### src/hdl/csf_pkg.sv
// Purpose: constants and types for the client signal fail framer
// Assumes: 25 MHz system clock, one-second tick generated inside
// Notes: pdu octet order is level/version, opcode, flags, tlv offset, end tlv
package csf_pkg;
  localparam int unsigned CLK_HZ = 25000000;
  localparam int unsigned TICK_CYCLES = CLK_HZ;
  localparam logic [7:0] OPCODE_CSF = 8'h34;
  localparam logic [4:0] VERSION_VAL = 5'h00;
  localparam logic [7:0] TLV_OFFSET_VAL = 8'h00;
  localparam logic [7:0] END_TLV_VAL = 8'h00;
  localparam logic [2:0] TYPE_LOS = 3'h0;
  localparam logic [2:0] TYPE_FDI = 3'h1;
  localparam logic [2:0] TYPE_RDI = 3'h2;
  localparam logic [2:0] TYPE_DCI = 3'h3;
  localparam logic [2:0] PER_INVALID = 3'h0;
  localparam logic [2:0] PER_SEC = 3'h4;
  localparam logic [2:0] PER_MIN = 3'h6;
  localparam int unsigned FLAG_TYPE_LSB = 4;
  localparam int unsigned FLAG_PER_LSB = 1;
  // periods in seconds; timeout is 3.5 periods, kept in half-seconds
  localparam logic [6:0] SEC_PER_SEC = 7'h01;
  localparam logic [6:0] SEC_PER_MIN = 7'h3c;
  localparam logic [8:0] HALF_SEC_SEC = 9'h007;
  localparam logic [8:0] HALF_SEC_MIN = 9'h1a4;
  localparam int unsigned PDU_LEN = 5;
  localparam logic [15:0] CNT_RESET = 16'h0000;
  typedef enum logic [1:0] {TX_IDLE, TX_SEND, TX_CLEAR} csf_tx_state_type;
endpackage : csf_pkg

### src/hdl/csf_framer.sv
// Purpose: build and parse client signal fail pdus for a down client link
// Assumes: byte streams with valid/last; one clock at 25 MHz
// Notes: client link pins are synchronised; config inputs are same-domain
//
// Function
// - sent pdus carry local 3-bit level; received level is reported
// - opcode is 52; received frames match only on opcode 52
// - flags octet holds a 3-bit type and 3-bit period field
// - type codes los 000, fdi 001, rdi 010, dci 011
// - period 100 one second, 110 one minute, 000 invalid
// - tlv offset octet is written as zero
// - pdu ends with one all-zero end tlv octet
// - send only while local and remote endpoints are up
// - remote endpoint ccm loss forces the client port up
// - aggregated client los report timeout is 3.5 transmit intervals
// - only one client interface per endpoint
// - refuse physical port already in an aggregated group
// - non-clear pdu sets remote fault, holds client port down
// - dci pdu or 3.5 period silence clears remote fault
// - client fault starts periodic sending until link returns
// - transmission disabled by default, enabled only by config
`timescale 1ns/1ps
module csf_framer (
  // clock and reset
  input wire logic clk,
  input wire logic resetn,
  // configuration
  input wire logic cfg_tx_en,
  input wire logic [2:0] cfg_level,
  input wire logic [2:0] cfg_type,
  input wire logic [2:0] cfg_period,
  input wire logic cfg_attach,
  input wire logic cfg_is_lag,
  input wire logic cfg_port_in_lag,
  input wire logic cfg_cnt_clr,
  // endpoint health
  input wire logic mep_up,
  input wire logic rmep_up,
  input wire logic ccm_loss,
  // client link pin
  input wire logic client_link_up,
  // transmit stream
  output logic [7:0] tx_data,
  output logic tx_valid,
  output logic tx_last,
  input wire logic tx_ready,
  // receive stream
  input wire logic [7:0] rx_data,
  input wire logic rx_valid,
  input wire logic rx_last,
  // status
  output logic attached,
  output logic attach_err,
  output logic remote_fault,
  output logic client_port_en,
  output logic [2:0] rx_level,
  output logic [15:0] tx_frames,
  output logic [15:0] rx_frames,
  output logic [15:0] tx_dci,
  output logic [15:0] rx_dci
);
  logic link_s;
  csf_sync u_sync (
    .clk(clk),
    .resetn(resetn),
    .din(client_link_up),
    .dout(link_s)
  );

  // one second tick
  logic [24:0] tick_cnt_ff, nxt_tick_cnt;
  logic tick;
  always_comb begin
    tick = (tick_cnt_ff == 25'(csf_pkg::TICK_CYCLES - 1));
    nxt_tick_cnt = tick ? 25'h0 : tick_cnt_ff + 25'h1;
  end
  always_ff @(posedge clk or negedge resetn) begin
    if (!resetn) tick_cnt_ff <= 25'h0;
    else tick_cnt_ff <= nxt_tick_cnt;
  end

  // attachment
  logic att_ff, nxt_att, aerr_ff, nxt_aerr;
  always_comb begin
    nxt_att = att_ff;
    nxt_aerr = 1'b0;
    if (cfg_attach) begin
      if (att_ff) nxt_aerr = 1'b1;
      else if (!cfg_is_lag && cfg_port_in_lag) nxt_aerr = 1'b1;
      else nxt_att = 1'b1;
    end
  end
  always_ff @(posedge clk or negedge resetn) begin
    if (!resetn) begin
      att_ff <= 1'b0;
      aerr_ff <= 1'b0;
    end else begin
      att_ff <= nxt_att;
      aerr_ff <= nxt_aerr;
    end
  end

  // transmit scheduling
  csf_pkg::csf_tx_state_type st_ff, nxt_st;
  logic [6:0] per_ff, nxt_per;
  logic [2:0] idx_ff, nxt_idx;
  logic busy_ff, nxt_busy;
  logic [2:0] ty_ff, nxt_ty;
  logic [8:0] lag_ff, nxt_lag;
  logic [6:0] per_sec;
  logic [8:0] per_half;
  logic eps_ok, fault, start;
  logic [7:0] byte_v;
  always_comb begin
    per_sec = (cfg_period == csf_pkg::PER_MIN) ? csf_pkg::SEC_PER_MIN : csf_pkg::SEC_PER_SEC;
    per_half = (cfg_period == csf_pkg::PER_MIN) ? csf_pkg::HALF_SEC_MIN : csf_pkg::HALF_SEC_SEC;
    eps_ok = mep_up && rmep_up && !ccm_loss;
    // lag down report after 3.5 intervals
    nxt_lag = lag_ff;
    if (link_s || !cfg_is_lag) nxt_lag = 9'h0;
    else if (tick && lag_ff < per_half) nxt_lag = lag_ff + 9'h2;
    fault = !link_s && (!cfg_is_lag || (lag_ff >= per_half));
    nxt_st = st_ff;
    nxt_per = per_ff;
    start = 1'b0;
    nxt_ty = ty_ff;
    case (st_ff)
      csf_pkg::TX_IDLE: begin
        nxt_per = 7'h0;
        if (fault) nxt_st = csf_pkg::TX_SEND;
      end
      csf_pkg::TX_SEND: begin
        if (!fault) nxt_st = csf_pkg::TX_CLEAR;
        else if (tick) begin
          if (per_ff == 7'h0) begin
            start = 1'b1;
            nxt_ty = cfg_type;
            nxt_per = per_sec - 7'h1;
          end else nxt_per = per_ff - 7'h1;
        end
      end
      csf_pkg::TX_CLEAR: begin
        if (!busy_ff) begin
          start = 1'b1;
          nxt_ty = csf_pkg::TYPE_DCI;
          nxt_st = csf_pkg::TX_IDLE;
        end
      end
      default: nxt_st = csf_pkg::TX_IDLE;
    endcase
    if (!cfg_tx_en || !att_ff || !eps_ok) start = 1'b0;
    nxt_busy = busy_ff;
    nxt_idx = idx_ff;
    if (start && !busy_ff) begin
      nxt_busy = 1'b1;
      nxt_idx = 3'h0;
    end else if (busy_ff && tx_ready) begin
      if (idx_ff == 3'(csf_pkg::PDU_LEN - 1)) nxt_busy = 1'b0;
      nxt_idx = idx_ff + 3'h1;
    end
    if (!eps_ok) nxt_busy = 1'b0;
    case (busy_ff && tx_ready ? idx_ff + 3'h1 : idx_ff)
      3'h0: byte_v = {cfg_level, csf_pkg::VERSION_VAL};
      3'h1: byte_v = csf_pkg::OPCODE_CSF;
      3'h2: byte_v = {1'b0, nxt_ty, cfg_period, 1'b0};
      3'h3: byte_v = csf_pkg::TLV_OFFSET_VAL;
      default: byte_v = csf_pkg::END_TLV_VAL;
    endcase
    if (start && !busy_ff) byte_v = {cfg_level, csf_pkg::VERSION_VAL};
  end
  always_ff @(posedge clk or negedge resetn) begin
    if (!resetn) begin
      st_ff <= csf_pkg::TX_IDLE;
      per_ff <= 7'h0;
      idx_ff <= 3'h0;
      busy_ff <= 1'b0;
      ty_ff <= 3'h0;
      lag_ff <= 9'h0;
      tx_data <= 8'h00;
      tx_valid <= 1'b0;
      tx_last <= 1'b0;
    end else begin
      st_ff <= nxt_st;
      per_ff <= nxt_per;
      idx_ff <= nxt_idx;
      busy_ff <= nxt_busy;
      ty_ff <= nxt_ty;
      lag_ff <= nxt_lag;
      tx_data <= byte_v;
      tx_valid <= nxt_busy;
      tx_last <= nxt_busy && (nxt_idx == 3'(csf_pkg::PDU_LEN - 1));
    end
  end

  // receive parser
  logic [2:0] rpos_ff, nxt_rpos;
  logic [2:0] rlvl_ff, nxt_rlvl, rty_ff, nxt_rty, rper_ff, nxt_rper;
  logic rok_ff, nxt_rok, rf_ff, nxt_rf;
  logic pen_ff;
  logic [8:0] rto_ff, nxt_rto;
  logic [2:0] rlev_out_ff, nxt_rlev_out;
  logic [8:0] rhalf;
  logic acc, acc_dci;
  always_comb begin
    nxt_rpos = rpos_ff;
    nxt_rlvl = rlvl_ff;
    nxt_rty = rty_ff;
    nxt_rper = rper_ff;
    nxt_rok = rok_ff;
    acc = 1'b0;
    if (rx_valid) begin
      nxt_rpos = rx_last ? 3'h0 : ((rpos_ff == 3'h7) ? rpos_ff : rpos_ff + 3'h1);
      case (rpos_ff)
        3'h0: begin
          nxt_rlvl = rx_data[7:5];
          nxt_rok = 1'b1;
        end
        3'h1: if (rx_data != csf_pkg::OPCODE_CSF) nxt_rok = 1'b0;
        3'h2: begin
          nxt_rty = rx_data[6:4];
          nxt_rper = rx_data[3:1];
          if (rx_data[3:1] == csf_pkg::PER_INVALID) nxt_rok = 1'b0;
        end
        default: nxt_rok = rok_ff;
      endcase
      if (rx_last) acc = nxt_rok && (rpos_ff >= 3'h2);
    end
    acc_dci = acc && nxt_rty == csf_pkg::TYPE_DCI;
    rhalf = (rper_ff == csf_pkg::PER_MIN) ? csf_pkg::HALF_SEC_MIN : csf_pkg::HALF_SEC_SEC;
    nxt_rf = rf_ff;
    nxt_rto = rto_ff;
    nxt_rlev_out = acc ? nxt_rlvl : rlev_out_ff;
    if (acc) begin
      nxt_rto = 9'h0;
      nxt_rf = !acc_dci;
    end else if (rf_ff && tick) begin
      if (rto_ff + 9'h2 >= rhalf) nxt_rf = 1'b0;
      else nxt_rto = rto_ff + 9'h2;
    end
    if (ccm_loss) nxt_rf = 1'b0;
  end
  always_ff @(posedge clk or negedge resetn) begin
    if (!resetn) begin
      rpos_ff <= 3'h0;
      rlvl_ff <= 3'h0;
      rty_ff <= 3'h0;
      rper_ff <= 3'h0;
      rok_ff <= 1'b0;
      rf_ff <= 1'b0;
      pen_ff <= 1'b1;
      rto_ff <= 9'h0;
      rlev_out_ff <= 3'h0;
    end else begin
      rpos_ff <= nxt_rpos;
      rlvl_ff <= nxt_rlvl;
      rty_ff <= nxt_rty;
      rper_ff <= nxt_rper;
      rok_ff <= nxt_rok;
      rf_ff <= nxt_rf;
      pen_ff <= !nxt_rf;
      rto_ff <= nxt_rto;
      rlev_out_ff <= nxt_rlev_out;
    end
  end

  // counters
  logic [15:0] ctf_ff, crf_ff, ctd_ff, crd_ff;
  logic [15:0] nxt_ctf, nxt_crf, nxt_ctd, nxt_crd;
  logic tx_done;
  always_comb begin
    tx_done = busy_ff && tx_ready && idx_ff == 3'(csf_pkg::PDU_LEN - 1);
    if (cfg_cnt_clr) begin
      nxt_ctf = csf_pkg::CNT_RESET;
      nxt_crf = csf_pkg::CNT_RESET;
      nxt_ctd = csf_pkg::CNT_RESET;
      nxt_crd = csf_pkg::CNT_RESET;
    end else begin
      nxt_ctf = ctf_ff + {15'h0, tx_done};
      nxt_crf = crf_ff + {15'h0, acc};
      nxt_ctd = ctd_ff + {15'h0, tx_done && ty_ff == csf_pkg::TYPE_DCI};
      nxt_crd = crd_ff + {15'h0, acc_dci};
    end
  end
  always_ff @(posedge clk or negedge resetn) begin
    if (!resetn) begin
      ctf_ff <= csf_pkg::CNT_RESET;
      crf_ff <= csf_pkg::CNT_RESET;
      ctd_ff <= csf_pkg::CNT_RESET;
      crd_ff <= csf_pkg::CNT_RESET;
    end else begin
      ctf_ff <= nxt_ctf;
      crf_ff <= nxt_crf;
      ctd_ff <= nxt_ctd;
      crd_ff <= nxt_crd;
    end
  end

  assign attached = att_ff;
  assign attach_err = aerr_ff;
  assign remote_fault = rf_ff;
  assign client_port_en = pen_ff;
  assign rx_level = rlev_out_ff;
  assign tx_frames = ctf_ff;
  assign rx_frames = crf_ff;
  assign tx_dci = ctd_ff;
  assign rx_dci = crd_ff;
endmodule : csf_framer

### src/hdl/csf_sync.sv
// Purpose: three-stage synchroniser with agreement filter
// Assumes: asynchronous input level
// Notes: output changes when stages two and three agree
`timescale 1ns/1ps
module csf_sync (
  // clock and reset
  input wire logic clk,
  input wire logic resetn,
  // level in and out
  input wire logic din,
  output logic dout
);
  logic [2:0] sh_ff;
  logic [2:0] nxt_sh;
  logic out_ff;
  logic nxt_out;

  always_comb begin
    nxt_sh = {sh_ff[1:0], din};
    nxt_out = (sh_ff[1] == sh_ff[2]) ? sh_ff[2] : out_ff;
  end

  always_ff @(posedge clk or negedge resetn) begin
    if (!resetn) begin
      sh_ff <= 3'h7;
      out_ff <= 1'b1;
    end else begin
      sh_ff <= nxt_sh;
      out_ff <= nxt_out;
    end
  end

  assign dout = out_ff;
endmodule : csf_sync

### config.mk
export PLATFORM = sky130hd
export DESIGN_NAME = csf_framer
export DESIGN_NICKNAME = d
export VERILOG_FILES = /design/src/hdl/csf_pkg.sv /design/src/hdl/csf_framer.sv /design/src/hdl/csf_sync.sv
export SDC_FILE = /design/constraint.sdc
export NUM_CORES = 1
export LEC_CHECK = 0
export BUFFER_PORTS_ARGS = -buffer_cell sky130_fd_sc_hd__buf_2
export CORE_ASPECT_RATIO = 1.25
export CORE_MARGIN = 5
export CORE_UTILIZATION = 43
export CTS_CLUSTER_DIAMETER = 80
export DETAILED_ROUTE_END_ITERATION = 12
export HOLD_SLACK_MARGIN = 0.15
export SLEW_MARGIN = 20
export SYNTH_ARGS = -nofsm -noshare
export SYNTH_HDL_FRONTEND = slang
export SYNTH_SLANG_ARGS = --single-unit
### constraint.sdc
create_clock -name clk -period 8.3 [get_ports clk]
set_clock_uncertainty 0.2 [all_clocks]
set_input_delay 0.83 -clock clk [delete_from_list [all_inputs] [get_ports clk]]
set_output_delay 0.83 -clock clk [all_outputs]
set_load 0.02 [all_outputs]
==> Implementation_results.wiki, run 1 <==
{| class="wikitable"
! Metric !! Value
|-
| Endpoints failing setup || 0
|-
| Worst skew pair latency || 0.42 ns
|-
| Top achievable clock speed || 0.274 GHz
|-
| Via count of the first global-routing pass || 5,907
|-
| Setup TNS Final || 0 ns
|-
| Residual DRC count || 0
|-
| Count of yosys warnings during synthesis || 0
|-
| Clock-pin slew of the registers on the worst-case setup and hold paths || 0.06 ns
|-
| Cell types with the highest counts after synthesis || 148 x sky130_fd_sc_hd__dfrtp_1, 104 x sky130_fd_sc_hd__nor2_1, 62 x sky130_fd_sc_hd__nand2_1
|-
| Worst setup path class || input pin to register
|-
| HPWL after detailed placement || 12,000 µm
|-
| DRT Wirelength || 16,700 µm
|-
| Routability congestion estimate || 0.794
|-
| Remaining Overflow, GRT || 0
|-
| Sink count of the clock tree || 153
|-
| Unrepaired setup endpoints after global routing || no
|-
| Net count, final || 964
|-
| Hold WC Path Type || register to register
|-
| Number of register bits inferred by synthesis || 153
|-
| Ant. Diodes || 0
|-
| Async SR Flop Fraction || 1.00
|-
| Run status || finished, final reports clean
|-
| Period utilisation layout || 0.440
|-
| Share of cells above drive strength 1 || 0.186
|-
| Mapped Nets || 851
|-
| Setup crit end kind || register
|-
| Power density normalized to cell area || 213 mW/mm²
|-
| Routed via count || 5,975
|-
| Proportion of netlist area held by the largest area contributor || 0.476
|-
| Slew margin rel. || 0.426
|-
| Count of flip-flops with a built-in enable after synthesis || 0
|-
| Width of the chip || 130 µm
|-
| Most repeated cell in the gate-level netlist after synthesis || sky130_fd_sc_hd__dfrtp_1
|-
| Number of max-slew violations in the final report || 0
|-
| # port buffers || 110
|-
| Dominant cells by area after synthesis || sky130_fd_sc_hd__dfrtp_1 48%, sky130_fd_sc_hd__xor2_1 5.3%, sky130_fd_sc_hd__ha_1 5.1%, sky130_fd_sc_hd__nor2_1 5.0%, sky130_fd_sc_hd__xnor2_1 3.8%
|-
| Count of TritonRoute iterations in the first routing pass || 4
|-
| Main synth FF type || sky130_fd_sc_hd__dfrtp_1
|-
| CP arrival || 3.79 ns
|-
| CTS buffer count || 17
|-
| Final instance area || 0.00915 mm²
|-
| CTS HTree Levels || 4
|-
| Initial antenna violation count || 0
|-
| Number of unique standard cell types used by synthesis || 61
|-
| Detail Route Antenna Nets || 0
|-
| Sequential fraction of the synthesis area || 0.493
|-
| Final Hold Fails || 0
|-
| P&R area growth vs syn || 17.7%
|-
| Element type at the critical path start || input pin
|-
| Leakage Power || 4.38 nW
|-
| Average instance area after synthesis || 9.87 µm²
|-
| Library cell used as clock root buffer || sky130_fd_sc_hd__clkbuf_16
|-
| Maximum fanout along the worst path || 9
|-
| Worst path required time || 8.44 ns
|-
| Via density || 5.23
|-
| Average wire length per cell after detail routing || 14.6 µm
|-
| Post-Syn Area || 0.00778 mm²
|-
| PostCTS Resize Cnt || 0
|-
| Chip height || 160 µm
|-
| Dominant cell type by area after synthesis || sky130_fd_sc_hd__dfrtp_1
|-
| Worst slew pin tran || 0.862 ns
|-
| Max Buffers Root-to-Sink || 2
|-
| Row count || 55
|-
| Boundary Pins || 112
|-
| Post-CTS setup repair buffer count || 0
|-
| Placeable core region || 0.0180 mm²
|-
| Worst path cell trace || buf_2 -> nand2_1 -> or2_2 -> inv_1 -> ha_1 -> nor4bb_1 -> nor3_1 -> o21ai_1 -> or4b_1 -> or4_1 -> a21oi_1
|-
| Wire length of the first global-routing pass || 28,300 µm
|-
| Max-cap violations || 0
|-
| First DRT Iteration DRCs || 372
|-
| Hold_buf cts || 0
|-
| Initial cell density of the core || 0.433
|-
| CTS tree || yes
|-
| Post-layout minimum cycle time || 3.65 ns
|-
| CP peak stage delay || 0.61 ns
|-
| Fill cell total of the finished layout || 1,669
|-
| Maximum number of pins on one net before global-route repair || 88
|-
| Total routing usage reported by global routing || 0.166
|-
| Max IR drop VDD || 130 µV
|-
| Placement Cell Area || 0.00857 mm²
|-
| Number of instances in the synthesized netlist || 788
|-
| Cell with the largest stage delay on the worst path || sky130_fd_sc_hd__or4b_1
|-
| Die area || 0.0209 mm²
|}
[cell usage in the layout (no fill, tap or decap), types with 4 or more instances in the layout]
master,synthesis,final
sky130_fd_sc_hd__a211oi_1,4,4
sky130_fd_sc_hd__a21oi_1,24,24
sky130_fd_sc_hd__and2_1,11,11
sky130_fd_sc_hd__and3_1,12,12
sky130_fd_sc_hd__and4_1,10,10
sky130_fd_sc_hd__buf_2,0,109
sky130_fd_sc_hd__buf_4,2,4
sky130_fd_sc_hd__clkbuf_16,0,17
sky130_fd_sc_hd__dfrtp_1,148,148
sky130_fd_sc_hd__dfstp_2,5,5
sky130_fd_sc_hd__ha_1,32,32
sky130_fd_sc_hd__inv_1,28,28
sky130_fd_sc_hd__mux2_2,13,13
sky130_fd_sc_hd__mux2i_1,8,8
sky130_fd_sc_hd__nand2_1,62,62
sky130_fd_sc_hd__nand2b_1,10,10
sky130_fd_sc_hd__nand3_1,42,42
sky130_fd_sc_hd__nand4_1,35,35
sky130_fd_sc_hd__nor2_1,104,104
sky130_fd_sc_hd__nor2b_1,17,17
sky130_fd_sc_hd__nor3_1,22,22
sky130_fd_sc_hd__nor4_1,4,4
sky130_fd_sc_hd__o211ai_1,5,5
sky130_fd_sc_hd__o21ai_0,26,26
sky130_fd_sc_hd__or3_1,13,13
sky130_fd_sc_hd__xnor2_1,34,34
sky130_fd_sc_hd__xor2_1,47,47
[worst max-delay path, delay by kind of cell]
kind                       cells  cell delay (ns)
AOI/OAI and AO/OA              2             0.55
adders and majority gates      1             0.24
buffers and inverters          2             0.21
and+or+nand+nor                6             1.96
[cell families (layout without fill, tap and decap cells)]
family,count (synthesis),after routing,share of synthesized area
buffers and inverters,48,174,0.0243
XOR/XNOR,81,81,0.0912
AND/OR/NAND/NOR,364,364,0.240
multiplexers,21,21,0.0291
other,1,1,0.000482
AO/OA/AOI/OAI,87,87,0.0693
adder cells (fa/ha/maj),33,33,0.0527
flip-flops,153,153,0.493
[flip-flops by register name, indices dropped and copies added, names as in the netlist, 7 cells and up]
| name | count |
|---|---|
| rx_frames | 16 |
| tx_frames | 16 |
| rto_ff | 8 |
| lag_ff | 8 |
| tx_dci | 16 |
| tick_cnt_ff | 25 |
| per_ff | 7 |
| rx_dci | 16 |
| tx_data | 7 |
[cell type report]
type | instances | area [µm²] | area share
clock buffers | 19 | 443 | 0.0484
flip-flops and latches | 153 | 3830 | 0.419
repair buffers | 114 | 587 | 0.0641
well taps | 228 | 285 | 0.0312
multi-input cells | 587 | 3760 | 0.410
clock inverters | 13 | 143 | 0.0156
inverters | 28 | 105 | 0.0115
[where the power goes]
part           switching, mW  internal (mW)
Clock                  0.314          0.453
Sequential            0.0415          0.811
Combinational          0.201          0.130
Total                  0.557           1.39
[metrics by stage]
| step | util | power, mW | setup slack (ns) | std cells | hold slack (ns) |
|---|---|---|---|---|---|
| 4_1_cts | 0.510 | 1.98 | 4.66 | 1142 | 0.157 |
| 2_1_floorplan | - | 1.09 | 4.65 | 788 | 0.145 |
| 3_3_place_gp | 0.477 | 1.20 | 4.29 | 1110 | 0.147 |
| 6_report | 0.510 | 1.95 | 4.65 | 1142 | 0.155 |
| 5_1_grt | 0.510 | 2.05 | 4.39 | 1142 | 0.159 |
| 3_5_place_dp | 0.477 | 1.20 | 4.25 | 1110 | 0.147 |
[worst paths after layout]
| kind | from | to | slack [ns] | cells after the start |
|---|---|---|---|---|
| max | cfg_period[2] | per_ff[6] | 4.65 | 11 |
| min in group asynchronous | resetn | rx_frames[9] | 0.24 | 1 |
| min reg2reg | u_sync.sh_ff[0] | u_sync.sh_ff[1] | 0.15 | 0 |
| min | u_sync.sh_ff[0] | u_sync.sh_ff[1] | 0.15 | 0 |
| max in group asynchronous | resetn | per_ff[0] | 6.29 | 2 |
| max reg2reg | rpos_ff[0] | rx_dci[14] | 4.83 | 14 |
[routing by layer]
metal  wire (µm)  global-route usage  share of wire
met5           0                   0              0
met4         159              0.0510         0.0095
met3         713              0.0329          0.043
met2        8020               0.271           0.48
met1        7780               0.221           0.47
Power figures use the tool's default switching activity.
==> run 2, diff against run 1 <==
clock period = 3.75 ns   (was 8.3 ns; I/O delays follow)
==> run 2 against run 1 <==
Net effect: register-to-register slack got worse by 4.4 ns; final cell count rose by 2.2%; hold slack improved by 0.0020 ns; global-route usage rose by 0.095 points; routed wire length rose by 1.4%; critical endpoint unchanged.
==> Implementation_results.wiki, run 2 (synthesis results as in run 1) <==
{| class="wikitable"
! Metric !! Value
|-
| Run status || finished, final reports clean
|-
| Cell with the largest stage delay on the worst path || sky130_fd_sc_hd__or4b_1
|-
| Largest delay contributor family on the critical path || simple AND/OR/NAND/NOR gates
|-
| Number of max-slew violations in the final report || 0 (unchanged)
|-
| Launch instance of the worst min-delay path || u_sync.sh_ff[0]
|-
| Placeable core region || 0.0180 mm² (unchanged)
|-
| Chip height || 160 µm (unchanged)
|-
| # port buffers || 110 (unchanged)
|-
| Leakage Power || 4.48 nW (+2.3%)
|-
| Hold Path Cell Cnt || 0 (unchanged)
|-
| Remaining Overflow, GRT || 0 (unchanged)
|-
| Setup crit end kind || register
|-
| CTS buffer count || 17 (unchanged)
|-
| Critical path startpoint || cfg_period[0]
|-
| CTS HTree Levels || 4 (unchanged)
|-
| Post-route insts no fill || 1,167 (+2.2%)
|-
| Unrepaired setup endpoints after global routing || no
|-
| Endpoints failing setup || 0 (unchanged)
|-
| CP arrival || 3.66 ns (-0.13 ns)
|-
| Maximum number of pins on one net before global-route repair || 85 (-3.4%)
|-
| Fraction of met1 tracks used by global routing || 0.222 (+0.000878)
|-
| Sink count of the clock tree || 153 (unchanged)
|-
| Routability congestion estimate || 0.815 (+2.7%)
|-
| Worst flop-to-flop path endpoint || rto_ff[5]
|-
| Max IR drop VDD || 276 µV (+110%)
|-
| CP peak stage delay || 0.58 ns (-0.03 ns)
|-
| Max-cap violations || 0 (unchanged)
|-
| Leading cell type in the layout, fill and taps excluded || sky130_fd_sc_hd__dfrtp_1
|-
| Width of the chip || 130 µm (unchanged)
|-
| Min-Delay Endpoint || u_sync.sh_ff[1]
|-
| Net count, final || 989 (+2.6%)
|-
| Worst path cell trace || dlygate4sd3_1 -> buf_2 -> or2_2 -> inv_1 -> ha_1 -> nor4bb_1 -> nor3_1 -> o21ai_1 -> or4b_1 -> or4_1 -> a21oi_1
|-
| Met3 usage || 0.0339 (+0.000998)
|-
| Detail Route Antenna Nets || 0 (unchanged)
|-
| HPWL after detailed placement || 12,200 µm (+1.6%)
|-
| DRT Wirelength || 16,900 µm (+1.4%)
|-
| Setup slack of the most critical reg-to-reg path || 0.40 ns (-4.43 ns)
|-
| Final design utilization || 0.523 (+0.0131)
|-
| Routed via count || 6,071 (+1.6%)
|-
| Worst path required time || 3.90 ns (-4.54 ns)
|-
| Met2 Usage GRT || 0.271 (about the same)
|-
| Critical register-to-register path startpoint || rto_ff[1]
|-
| Via density || 5.20 (-0.57%)
|-
| Max Buffers Root-to-Sink || 2 (unchanged)
|-
| Die area || 0.0209 mm² (unchanged)
|-
| Total routing usage reported by global routing || 0.167 (+0.000955)
|-
| Wire length of the first global-routing pass || 28,600 µm (+0.85%)
|-
| Power density normalized to cell area || 454 mW/mm² (+110%)
|-
| Commonest cells after routing, fill and taps aside || 148 x sky130_fd_sc_hd__dfrtp_1, 109 x sky130_fd_sc_hd__buf_2, 104 x sky130_fd_sc_hd__nor2_1
|-
| Post-layout minimum cycle time || 3.50 ns
|-
| Cell Count Post-Placement || 1,112 (+0.18%)
|-
| Maximum fanout along the worst path || 7 (-2)
|-
| Initial antenna violation count || 0 (unchanged)
|-
| CTS tree || yes
|-
| Combined buffer and inverter count along the critical path || 3 (+1)
|-
| Cell count of the worst reg-to-reg path || 10 (-4)
|-
| Hold WC Path Type || register to register
|-
| Element type at the critical path start || input pin
|-
| P&R area growth vs syn || 20.7%
|-
| Slew margin rel. || 0.474 (+0.0489)
|-
| Count of TritonRoute iterations in the first routing pass || 4 (unchanged)
|-
| Initial cell density of the core || 0.433 (unchanged)
|-
| Worst slew pin tran || 0.788 ns (-0.0733 ns)
|-
| Ant. Diodes || 0 (unchanged)
|-
| Via count of the first global-routing pass || 5,885 (-0.37%)
|-
| Total power consumption of the routed design || 4.26 mW (+120%)
|-
| Fill cell total of the finished layout || 1,652 (-1.0%)
|-
| Top achievable clock speed || 0.286 GHz
|-
| Setup TNS Final || 0 ns (unchanged)
|-
| Final Hold Fails || 0 (unchanged)
|-
| Row count || 55 (unchanged)
|-
| Clock-pin slew of the registers on the worst-case setup and hold paths || 0.07 ns (about the same)
|-
| Average wire length per cell after detail routing || 14.5 µm (-0.74%)
|-
| First DRT Iteration DRCs || 356 (-4.3%)
|-
| Worst skew pair latency || 0.43 ns (about the same)
|-
| Residual DRC count || 0 (unchanged)
|-
| GR peak layer || met2
|-
| Biggest register || tick_cnt_ff
|-
| Period utilisation layout || 0.934
|-
| Boundary Pins || 112 (unchanged)
|-
| Worst setup path class || input pin to register
|-
| Max reg flops || 25 (unchanged)
|-
| Worst hold margin || 0.157 ns (+0.00198 ns)
|-
| Library cell used as clock root buffer || sky130_fd_sc_hd__clkbuf_16
|-
| Share of cells above drive strength 1 || 0.185 (-0.000692)
|}
## run 2: how the worst max path moves through the flow
stage | endpoint | slack (ns) | depth (start not counted)
after floorplan | per_ff[6] | 0.55 | 11
after global placement | rx_dci[14] | 0.26 | 12
after detailed placement | rx_dci[14] | 0.21 | 12
after CTS | rx_dci[14] | 0.19 | 12
after global routing | per_ff[6] | 0.03 | 11
final | per_ff[6] | 0.25 | 11
## run 2: cell type report
cell class              instances  area, µm²  share of cell area
flip-flops and latches        153       3830               0.408
multi-input cells             587       3760               0.401
repair buffers                139        845              0.0900
clock buffers                  17        425              0.0453
well taps                     228        285              0.0304
clock inverters                15        133              0.0141
inverters                      28        105              0.0112
## run 2: per-layer routing
metal	share of wire	vias to the layer above
met4	0.017	0
met2	0.48	102
met3	0.049	21
met1	0.46	2918
met5	0	-
li1	-	3030
## run 2: metrics by stage
step | setup WS, ns | cell area (µm²)
2_1_floorplan | 0.553 | 7780
3_3_place_gp | 0.263 | 8600
3_5_place_dp | 0.206 | 8600
4_1_cts | 0.194 | 9380
5_1_grt | 0.0338 | 9390
6_report | 0.249 | 9390
## run 2: power breakdown
group / internal [mW] / total [mW] / leakage, nW / switching (mW)
clock: 0.873 / 1.62 / 0.271 / 0.750
sequential: 1.79 / 1.88 / 2.04 / 0.0875
combinational: 0.308 / 0.758 / 2.17 / 0.450
total: 2.98 / 4.26 / 4.48 / 1.29
## run 2: worst register-to-register path, stage by stage, from the launching register on
cell	delay, ns
sky130_fd_sc_hd__dfrtp_1	0.44
sky130_fd_sc_hd__ha_1	0.25
sky130_fd_sc_hd__nand3_1	0.17
sky130_fd_sc_hd__nor2_1	0.22
sky130_fd_sc_hd__xor2_1	0.09
sky130_fd_sc_hd__ha_1	0.19
sky130_fd_sc_hd__or4b_2	0.66
sky130_fd_sc_hd__nor3b_1	0.33
sky130_fd_sc_hd__o21ai_0	0.25
sky130_fd_sc_hd__nor3_1	0.26
sky130_fd_sc_hd__mux2i_1	0.21
## run 2: what timing repair did
action,in CTS,in global routing
endpoints found under the setup margin,0,2
endpoints found under the hold margin,101,0
hold buffers,23,0
resized for setup,0,1
buffers inserted,0,0
